<file path="src/core/faal_params.svh">
`ifndef FAAL_PARAMS_SVH
`define FAAL_PARAMS_SVH
// Pin-function field positions (two bits each).
`define FAAL_PF_ALERT_LSB  0
`define FAAL_PF_FULLON_LSB 2
`define FAAL_PF_SYNC_LSB   4
// Pin-function codes.
`define FAAL_PF_OUT_LOW    2'h2
`define FAAL_PF_OUT_HIGH   2'h3
`define FAAL_PF_SPECIAL    2'h1
`define FAAL_PF_CLK_IN     2'h0
// Pin-function reset value: every general pin is an output high.
`define FAAL_PF_RESET      6'h3F
// Alarm bit positions, shared by enable and status.
`define FAAL_AL_MINOUT     0
`define FAAL_AL_MAXOUT     1
`define FAAL_AL_TACHOVF    2
`define FAAL_AL_PIN1LOW    3
`define FAAL_AL_PIN2LOW    4
`define FAAL_AL_RESET      5'h00
// Converter codes that mark saturation.
`define FAAL_DRIVE_MIN     8'h00
`define FAAL_DRIVE_MAX     8'hFF
// Tachometer counter full count.
`define FAAL_TACH_FULL     8'hFF
// Closed-loop mode code in configuration bits 5:4.
`define FAAL_MODE_LSB      4
`define FAAL_MODE_CLOSED   2'h2
// Reference clock divider: 250 MHz / 1000 = 250 kHz.
`define FAAL_REF_DIV       10'd500
`endif

</file>
<file path="src/core/faal_pkg.sv">
package faal_pkg;
  // Alarm vector type; one bit per alarm source.
  typedef logic [4:0] faal_alarm_t;
  // Release handshake states of the status read.
  typedef enum logic [1:0] {
    FAAL_IDLE = 2'b01,
    FAAL_READ = 2'b10
  } faal_rd_t;
endpackage

</file>
<file path="src/core/faal_tach_counter.sv">
`timescale 1ns/100ps
`default_nettype none
`include "faal_params.svh"
// Counts tachometer pulses over a window and saturates at the full count.
module faal_tach_counter (
  input  wire logic       ref_clk,   // System clock.
  input  wire logic       rst,       // Asynchronous reset, active high.
  input  wire logic       pulseIn,   // Tachometer level input.
  input  wire logic       windowEnd, // One-cycle pulse that restarts the count.
  output logic [7:0]      count_reg, // Running pulse count.
  output logic            full_reg   // High while the count sits at full.
);
  logic pulseDly_reg; // Previous pulse level for edge detection.

  // Edge detector register.
  always_ff @(posedge ref_clk or posedge rst) begin
    if (rst) begin
      pulseDly_reg <= 1'b0;
    end else begin
      pulseDly_reg <= pulseIn;
    end
  end

  // The counter stops at its full count instead of wrapping.
  always_ff @(posedge ref_clk or posedge rst) begin
    if (rst) begin
      count_reg <= 8'h00;
    end else if (windowEnd) begin
      count_reg <= 8'h00;
    end else if (pulseIn && !pulseDly_reg && count_reg != `FAAL_TACH_FULL) begin
      count_reg <= count_reg + 8'h01;
    end
  end

  // Full flag follows the counter one cycle later.
  always_ff @(posedge ref_clk or posedge rst) begin
    if (rst) begin
      full_reg <= 1'b0;
    end else begin
      full_reg <= (count_reg == `FAAL_TACH_FULL);
    end
  end
endmodule
`default_nettype wire

</file>
<file path="src/core/fan_alarm_alert_logic.sv">
`timescale 1ns/100ps
`default_nettype none
`include "faal_params.svh"
// How it works
// - Enabled alarm drives alert pin low.
// - Pin-function 1:0 = 01 makes pin zero alert.
// - Override low forces full fan voltage.
// - Pin-function 3:2 = 01 makes pin one override.
// - Pin-function 5:4 = 01 outputs reference clock.
// - Pin-function 5:4 = 00 takes external clock.
// - Converter code 00h raises minimum alarm.
// - Converter code FFh raises maximum alarm.
// - Enable bits 0 and 1 gate saturation alarms.
// - Any full tachometer counter raises overflow alarm.
// - Enable bit 2 gates overflow alarm.
// - Low pin one or two alarms, any function.
// - Enable bits 3 and 4 gate pin alarms.
// - Alert stays latched after condition ends.
// - Status read releases only ended conditions.
// - Clearing enable bit releases its alert.
// - Status register records the alarm cause.
// - Tachometer counter saturates at full count.
// - Configuration 5:4 = 10 selects closed loop.
module fan_alarm_alert_logic (
  input  wire logic       ref_clk,          // System clock, 250 MHz.
  input  wire logic       rst,              // Asynchronous reset, active high.
  input  wire logic [5:0] pinFunction,      // Pin-function selections, two bits per pin.
  input  wire logic [4:0] alarmEnable,      // Alarm enable bits.
  input  wire logic       statusRead,       // One-cycle pulse: software read the status.
  input  wire logic [5:0] configMode,       // Configuration bits; 5:4 hold the mode.
  input  wire logic [7:0] driveCode,        // Converter code from the loop regulator.
  input  wire logic [3:0] speedPulseIn,     // Tachometer inputs; bit 0 is speed_pulse_in_zero.
  input  wire logic       tachWindowEnd,    // One-cycle pulse ending a count window.
  input  wire logic       genPinZeroIn,     // Level seen on general pin zero.
  input  wire logic       genPinOneIn,      // Level seen on general pin one.
  input  wire logic       genPinTwoIn,      // Level seen on general pin two.
  output logic            genPinZeroOut,    // Pin zero output value (always low when driven).
  output logic            genPinZeroOe,     // Pin zero pull-down enable.
  output logic            genPinOneOut,     // Pin one output value.
  output logic            genPinOneOe,      // Pin one pull-down enable.
  output logic            genPinTwoOut,     // Pin two output value.
  output logic            genPinTwoOe,      // Pin two pull-down enable.
  output logic [4:0]      alarmStatus,      // Latched alarm status bits.
  output logic            alertActive,      // High while the alert is asserted.
  output logic            fullOnForce,      // High while the override forces full voltage.
  output logic            closedLoop,       // High while closed-loop regulation is selected.
  output logic            refClkTick,       // One-cycle reference clock pulse in use.
  output logic [31:0]     tachCounts        // Four saturating counts, counter 0 in low byte.
);
  faal_pkg::faal_alarm_t cond;              // Live alarm conditions.
  faal_pkg::faal_alarm_t status_reg;        // Sticky status bits.
  faal_pkg::faal_alarm_t status_next;       // Next status value.
  faal_pkg::faal_rd_t    rdState_reg;       // Status read phase.
  logic [3:0]            tachFull;          // Full flags of the counters.
  logic [9:0]            refDiv_reg;        // Reference clock divider.
  logic                  refLevel_reg;      // Internal reference clock level.
  logic                  extDly_reg;        // Previous external clock level.
  logic                  alert_reg;         // Alert asserted.
  logic                  pin0Oe_reg;        // Registered pin zero enable.
  logic                  pin1Oe_reg;        // Registered pin one enable.
  logic                  pin2Oe_reg;        // Registered pin two enable.
  logic                  fullOn_reg;        // Registered override.
  logic                  closed_reg;        // Registered mode decode.
  logic                  tick_reg;          // Registered reference tick.
  logic [31:0]           counts;            // Gathered counter values.

  // Returns true when a two-bit field of the pin-function word holds the code.
  function automatic logic fieldIs(input logic [5:0] word, input int lsb, input logic [1:0] code);
    logic [1:0] f;
    f = word[lsb +: 2];
    return f == code;
  endfunction

  // One saturating counter per tachometer input.
  genvar gi;
  generate
    for (gi = 0; gi < 4; gi++) begin : gTach
      faal_tach_counter uCnt (
        .ref_clk   (ref_clk),
        .rst       (rst),
        .pulseIn   (speedPulseIn[gi]),
        .windowEnd (tachWindowEnd),
        .count_reg (counts[gi*8 +: 8]),
        .full_reg  (tachFull[gi])
      );
    end
  endgenerate

  // Live conditions; status bits share the enable bit positions.
  always_comb begin
    cond = 5'h00;
    cond[`FAAL_AL_MINOUT]  = (driveCode == `FAAL_DRIVE_MIN);
    cond[`FAAL_AL_MAXOUT]  = (driveCode == `FAAL_DRIVE_MAX);
    cond[`FAAL_AL_TACHOVF] = |tachFull;
    cond[`FAAL_AL_PIN1LOW] = !genPinOneIn;
    cond[`FAAL_AL_PIN2LOW] = !genPinTwoIn;
  end

  // Status latching: set wins over the read clear, and a disabled alarm drops out.
  always_comb begin
    status_next = status_reg;
    if (rdState_reg == faal_pkg::FAAL_READ) begin
      status_next = status_reg & cond;
    end
    status_next = (status_next | cond) & alarmEnable;
  end

  // Status register.
  always_ff @(posedge ref_clk or posedge rst) begin
    if (rst) begin
      status_reg <= `FAAL_AL_RESET;
    end else begin
      status_reg <= status_next;
    end
  end

  // Read phase: the clear applies the cycle after the read pulse.
  always_ff @(posedge ref_clk or posedge rst) begin
    if (rst) begin
      rdState_reg <= faal_pkg::FAAL_IDLE;
    end else begin
      case (rdState_reg)
        faal_pkg::FAAL_IDLE: begin
          if (statusRead) begin
            rdState_reg <= faal_pkg::FAAL_READ;
          end
        end
        faal_pkg::FAAL_READ: begin
          rdState_reg <= statusRead ? faal_pkg::FAAL_READ : faal_pkg::FAAL_IDLE;
        end
        default: begin
          rdState_reg <= faal_pkg::FAAL_IDLE;
        end
      endcase
    end
  end

  // Alert follows any latched enabled alarm.
  always_ff @(posedge ref_clk or posedge rst) begin
    if (rst) begin
      alert_reg <= 1'b0;
    end else begin
      alert_reg <= |status_next;
    end
  end

  // Internal reference clock divider.
  always_ff @(posedge ref_clk or posedge rst) begin
    if (rst) begin
      refDiv_reg   <= 10'd0;
      refLevel_reg <= 1'b0;
    end else if (refDiv_reg == `FAAL_REF_DIV - 10'd1) begin
      refDiv_reg   <= 10'd0;
      refLevel_reg <= !refLevel_reg;
    end else begin
      refDiv_reg <= refDiv_reg + 10'd1;
    end
  end

  // Reference tick: internal rising edge, or external clock rising edge when pin two is an input.
  always_ff @(posedge ref_clk or posedge rst) begin
    if (rst) begin
      extDly_reg <= 1'b1; // Matches the pulled-up idle level so no false edge follows reset.
      tick_reg   <= 1'b0;
    end else begin
      extDly_reg <= genPinTwoIn;
      if (fieldIs(pinFunction, `FAAL_PF_SYNC_LSB, `FAAL_PF_CLK_IN)) begin
        tick_reg <= genPinTwoIn && !extDly_reg;
      end else begin
        tick_reg <= (refDiv_reg == `FAAL_REF_DIV - 10'd1) && !refLevel_reg;
      end
    end
  end

  // Pin drivers: open drain, enable high pulls the pin low.
  always_ff @(posedge ref_clk or posedge rst) begin
    if (rst) begin
      pin0Oe_reg <= 1'b0;
      pin1Oe_reg <= 1'b0;
      pin2Oe_reg <= 1'b0;
    end else begin
      if (fieldIs(pinFunction, `FAAL_PF_ALERT_LSB, `FAAL_PF_SPECIAL)) begin
        pin0Oe_reg <= |status_next;
      end else begin
        pin0Oe_reg <= fieldIs(pinFunction, `FAAL_PF_ALERT_LSB, `FAAL_PF_OUT_LOW);
      end
      pin1Oe_reg <= fieldIs(pinFunction, `FAAL_PF_FULLON_LSB, `FAAL_PF_OUT_LOW);
      if (fieldIs(pinFunction, `FAAL_PF_SYNC_LSB, `FAAL_PF_SPECIAL)) begin
        pin2Oe_reg <= !refLevel_reg;
      end else begin
        pin2Oe_reg <= fieldIs(pinFunction, `FAAL_PF_SYNC_LSB, `FAAL_PF_OUT_LOW);
      end
    end
  end

  // Override and mode decode.
  always_ff @(posedge ref_clk or posedge rst) begin
    if (rst) begin
      fullOn_reg <= 1'b0;
      closed_reg <= 1'b0;
    end else begin
      fullOn_reg <= fieldIs(pinFunction, `FAAL_PF_FULLON_LSB, `FAAL_PF_SPECIAL) && !genPinOneIn;
      closed_reg <= (configMode[`FAAL_MODE_LSB +: 2] == `FAAL_MODE_CLOSED);
    end
  end

  assign genPinZeroOut = 1'b0;
  assign genPinOneOut  = 1'b0;
  assign genPinTwoOut  = 1'b0;
  assign genPinZeroOe  = pin0Oe_reg;
  assign genPinOneOe   = pin1Oe_reg;
  assign genPinTwoOe   = pin2Oe_reg;
  assign alarmStatus   = status_reg;
  assign alertActive   = alert_reg;
  assign fullOnForce   = fullOn_reg;
  assign closedLoop    = closed_reg;
  assign refClkTick    = tick_reg;
  assign tachCounts    = counts;
endmodule
`default_nettype wire

</file>
<file path="config.mk">
export PLATFORM = sky130hd
export DESIGN_NAME = fan_alarm_alert_logic
export DESIGN_NICKNAME = d
export VERILOG_FILES = /design/src/core/faal_pkg.sv /design/src/core/faal_tach_counter.sv /design/src/core/fan_alarm_alert_logic.sv
export VERILOG_INCLUDE_DIRS = /design/src /design/src/core
export SDC_FILE = /design/constraint.sdc
export NUM_CORES = 1
export LEC_CHECK = 0
export BUFFER_PORTS_ARGS = -buffer_cell sky130_fd_sc_hd__buf_2
export CORE_AREA = 2 2 88 90
export DETAILED_ROUTE_END_ITERATION = 16
export DIE_AREA = 0 0 90 92
export GPL_ROUTABILITY_DRIVEN = 0
export GPL_TIMING_DRIVEN = 1
export PLACE_DENSITY = 0.76
export SLEW_MARGIN = 0
export SYNTH_ARGS = -nofsm -noshare
export SYNTH_HDL_FRONTEND = slang
export SYNTH_HIERARCHICAL = 1
export SYNTH_SLANG_ARGS = --single-unit
</file>
<file path="constraint.sdc">
create_clock -name ref_clk -period 2.48 [get_ports ref_clk]
set_clock_uncertainty 0.1 [all_clocks]
set_input_delay 0.248 -clock ref_clk [delete_from_list [all_inputs] [get_ports ref_clk]]
set_output_delay 0.248 -clock ref_clk [all_outputs]
set_load 0.02 [all_outputs]
</file>
## After elaboration in Yosys (flattened, before gate mapping)

Index checks and enable logic that the tools add are counted.
W data, S select, Z words.

- Bits in registers: 66
- Input port bits: 36
- Output and inout bits: 47
- Logic and storage cells: 95

- $add $sub $neg: 5
- Equality and inequality tests: 20
- Multiplexer cells: 16
- Bitwise operators: 3
- Reductions and logical operators: 27

Operators with widths:

| kind | count |
|---|---|
| $mux W8 | 8 |
| $eq A8 B8 Y1 const B | 5 |
| $add A8 B1 Y8 const B | 4 |
| $ne A8 B8 Y1 const B | 4 |
| $logic_and A1 B1 Y1 | 11 |
| $add A10 B1 Y10 const B | 1 |
| $and A5 B5 Y5 | 2 |
| $eq A10 B9 Y1 const B | 1 |
| $eq A2 B2 Y1 const B | 5 |
| $mux W10 | 1 |
| $eq A2 B1 Y1 const B | 4 |
| $logic_not A1 Y1 | 8 |
| $logic_not A8 Y1 | 1 |
| $reduce_bool A2 Y1 | 4 |
| $mux W5 | 1 |
| $or A5 B5 Y5 | 1 |
| $reduce_or A5 Y1 | 1 |
| $mux W2 | 2 |
| $pmux W2 S2 | 1 |
| $reduce_or A4 Y1 | 1 |
| $mux W1 | 3 |
| $logic_not A2 Y1 | 1 |
| $ne A2 B2 Y1 const B | 1 |

## Depth between registers and ports, before layout

- Depth after elaboration: 7
- Gate-level depth with buffers: 6
- Depth with buffers taken out: 6

## Cells and area by module

The synthesis kept the hierarchy.

By module, submodules not included:

| module | instances | cells each | area each (um^2) | sequential area each (um^2) |
|---|---|---|---|---|
| faal_tach_counter | 4 | 48 | 516.7 | 250.2 |
| fan_alarm_alert_logic | 1 | 104 | 1,154.9 | 653.1 |

## Worst setup path after synthesis

No wires, ideal clock.

- Path kind: reg-to-reg
- Start point: register refDiv_reg[0]
- End point: register tick_reg, in the netlist refClkTick
- Setup time: 76 ps
- Data arrival time: 1,484 ps
- Data required time: 2,304 ps
- Setup slack: 820 ps
- Cell stages (with the launch flop): 6
- Buffers on the path: 0
- Period minus slack after synthesis: 1,660 ps
- Path through: dfrtp_1 -> ha_1 -> or4b_4 -> nor3_4 -> nand2b_1 -> o21ai_1

- Word-level cells in the longest chain between the ends: 3

Ends and longest elaborated chain:

| item | RTL line | source |
|---|---|---|
| start, declared | fan_alarm_alert_logic.sv:55 | `logic [9:0] refDiv_reg;` |
| start signal, assigned | fan_alarm_alert_logic.sv:156 | `refDiv_reg <= refDiv_reg + 10'd1;` |
| $eq A10 B9 Y1 | fan_alarm_alert_logic.sv:170 | `` tick_reg <= (refDiv_reg == `FAAL_REF_DIV - 10'd1) && !refLevel_reg; `` |
| $logic_and A1 B1 Y1 | fan_alarm_alert_logic.sv:170 |  |
| $mux W1 | fan_alarm_alert_logic.sv:167 | `` if (fieldIs(pinFunction, `FAAL_PF_SYNC_LSB, `FAAL_PF_CLK_IN)) begin `` |
| end signal, assigned | fan_alarm_alert_logic.sv:168 | `tick_reg <= genPinTwoIn && !extDly_reg;` |
| end signal, assigned | fan_alarm_alert_logic.sv:170 |  |
| end, declared | fan_alarm_alert_logic.sv:64 | `logic tick_reg;` |

Every way passes these cells.
A chain may end at the register's enable or synchronous reset.

## Final worst setup path

Same ends and word-level chain as after synthesis.

==> flow_summary.yaml <==
status:
  run_status: "complete, no violations"
clocking:
  cts_num_sinks: 66
  root_buffer: "sky130_fd_sc_hd__clkbuf_8"
  postCtsSetupBuffers: 0
  cts_tree: "yes"
  maximum_root_to_sink_buffer_count: 2
  cts_buffers: 9
  clk-insertion-delay-late_ns: 0.33
  post_cts.resized_instances: 0
  clk_pin_slew_worst_paths_ns: 0.07
  htree_num_levels: 3
setup_path:
  length_in_cells_of_the_worst_reg_to_reg_path: 5
  capturing_element_type_of_the_critical_path: "flop"
  regToRegStartpoint: "refDiv_reg[0]$_DFF_PP0_"
  timing.reg2reg.setup_slack_ns: 0.66
  crit_path_max_fanout: 10
  worst-endpoint-arrival_ns: 1.98
  critical_path.reg2reg.endpoint: "refClkTick$_DFF_PP0_"
  timing.critical_path.required_ns: 2.63
  worstSetupStartpointType: "flop"
  timing_worst_setup_path_type: "flop to flop"
sta:
  setup_viol: 0
  share_of_the_cycle_needed_by_the_critical_path_after_routing_pct: 73.6
  slew_violations: 0
  grt_setup_unrepaired: "false"
  final.setup.tns_ns: 0
  maxSlewHeadroom_pct: 55.2
  top_achievable_clock_speed_mhz: 548
  finalCriticalPeriod_ns: 1.82
  hold_viol: 0
  tightest_slew_ns: 0.672
  layout_setup_ws_ns: 0.655
final_layout:
  largest_register_ffs: 32
  post_route_cells_drive_above_1_share_pct: 30.1
  number_of_nets_in_the_layout: 430
  antenna-diode-count: 0
  area_growth_pct: 23.5
  layout.cells.non_filler: 494
floorplan:
  fp.coreArea_mm2: 0.00745
  height_of_the_die_um: 92
  dieArea_mm2: 0.00828
  floorplan.die.width_um: 90
  top_level_ports: 83
  start_util_pct: 43.3
  rows: 32
synthesis:
  sequential_area_share_after_synthesis_pct: 51.3
  postSynthRegisterBits: 66
  post_synth_inst_count: 296
  avgSynthCellArea_um2: 10.9
  yosys_warnings: 6
  ys_async_sr_fraction_pct: 100
  dominantRegCellSynth: "sky130_fd_sc_hd__dfrtp_1"
  yosys.cell_count.top_type: "sky130_fd_sc_hd__dfrtp_1"
  syn_area_mm2: 0.00322
  synth.top_cell.area_share_pct: 49.7
  synth.top_cells.by_count: "sky130_fd_sc_hd__dfrtp_1, sky130_fd_sc_hd__nor2_1, sky130_fd_sc_hd__a21oi_1, sky130_fd_sc_hd__nand2_1, sky130_fd_sc_hd__xor2_1"
  netlist_top_cells_area: "sky130_fd_sc_hd__dfrtp_1, sky130_fd_sc_hd__xor2_1, sky130_fd_sc_hd__nor2_1"
  synth_area_leader_cell: "sky130_fd_sc_hd__dfrtp_1"
  ys_types: 46
  synth_edf_count: 0
route:
  route.vias.total: 2547
  route.detailed.drc: 0
  routed_length_per_instance_um: 12.8
  vias_per_cell: 5.16
  detail_route.iter0.violations: 98
  firstDrtPassIters: 4
  postRouteAntennaNets: 0
  drt_wl_total_um: 6310
global_routing:
  via_count_of_the_first_global_routing_pass: 2484
  maximum_number_of_pins_on_one_net_before_global_route_repair: 37
  grtUsageTotal_pct: 16.0
  overflow_left_after_global_routing: 0
  antenna_violations_before_repair: 0
  grt_first_pass_wirelength_um: 10900
place:
  dpl.hpwl_um: 4530
  number_of_placed_instances_with_taps_included: 468
  detailedPlace.worstSlack_ns: 0.641
  place.port_buffers: 74
min_path:
  hold_path.startpoint: "pinFunction[4]"
  hold-path-endpoint: "genPinTwoOe$_DFF_PP0_"
  min_delay_worst_type: "input pin to flop"
  worst_hold_depth: 2
run:
  drv.max_cap_violation_count: 0
power:
  fin_total_pwr_w: 0.00221
  leakage_power_summed_over_all_cells_nw: 1.99
  cellPowerDensity_mw_per_mm2: 554
  maximum_vdd_drop_uv: 301
-- how the worst max path moves through the flow --
stage	from	endpoint	slack, ns
after global routing	refDiv_reg[0]$_DFF_PP0_	refClkTick$_DFF_PP0_	0.51
after floorplan	refDiv_reg[0]$_DFF_PP0_	refClkTick$_DFF_PP0_	0.82
after global placement	refDiv_reg[0]$_DFF_PP0_	refClkTick$_DFF_PP0_	0.71
after detailed placement	refDiv_reg[0]$_DFF_PP0_	refClkTick$_DFF_PP0_	0.64
final	refDiv_reg[0]$_DFF_PP0_	refClkTick$_DFF_PP0_	0.66
after CTS	refDiv_reg[0]$_DFF_PP0_	refClkTick$_DFF_PP0_	0.63
-- kinds of logic after synthesis --
kind of cell | count (synthesis) | share of synthesized area, %
compound gates | 50 | 10.6
buf+inv | 19 | 2.56
other cells | 1 | 0.116
mux | 9 | 2.95
fa+ha+maj | 7 | 2.72
flops | 66 | 51.3
simple gates | 128 | 25.4
xor+xnor | 16 | 4.35
-- critical path, cell delays in order (launching register included) --
cell	delay (ns)
sky130_fd_sc_hd__dfrtp_1	0.39
sky130_fd_sc_hd__ha_1	0.22
sky130_fd_sc_hd__or4b_4	0.48
sky130_fd_sc_hd__nor3_4	0.35
sky130_fd_sc_hd__nand2b_1	0.09
sky130_fd_sc_hd__o21ai_1	0.12
-- where the power goes --
group	internal [W]	leakage, nW	total [W]	switching [W]
sequential	0.00112	0.875	0.00115	0.0000265
combinational	0.0000996	1.02	0.000239	0.000140
clock	0.000443	0.0965	0.000819	0.000376
-- placed cells by master, fill, tap and decap left out, drive strengths merged, types with 6 or more instances in the layout --
| cell | count |
|---|---|
| nand2 | 14 |
| nand4 | 12 |
| nor3 | 10 |
| clkbuf | 14 |
| a21oi | 14 |
| dlygate4sd3 | 10 |
| and4b | 8 |
| xor2 | 13 |
| nand3 | 7 |
| dfrtp | 64 |
| and3 | 8 |
| o21ai | 9 |
| inv | 12 |
| nor2b | 11 |
| nor2 | 30 |
| buf | 75 |
| ha | 7 |
| nor3b | 6 |
| a31oi | 8 |
-- metrics by stage --
step	hold slack [ns]	instance area [um^2]	util, %
after global routing	0.0268	3980	53.4
after global placement	0.191	3700	49.6
after detailed placement	0.190	3700	49.6
final	0.0259	3980	53.4
after CTS	0.00843	3980	53.4
after floorplan	-0.0118	3230	-
-- what timing repair did --
| action | 4_1_cts | 5_1_grt |
|---|---|---|
| endpoints found under the setup margin | 0 | 0 |
| hold endpoints to repair | 72 | 0 |
| hold buffers | 10 | 0 |
-- routing by layer --
metal  GRT usage [%]  vias up  routed length, um
met3            3.20        7                272
met2            27.4       61               3130
met1            19.5     1231               2840
li1                -     1248                  -
met4            7.18        0                 70
met5               0        -                  0
-- area by class of cell --
cell class,count,area [um^2]
fillers,698,3470
flip-flops and latches,66,1650
multi-input cells,213,1490
repair buffers,85,478
clock buffers,14,173
well taps,102,128
inverters,12,45.0
clock inverters,2,10.0
Power figures use the tool's default switching activity.
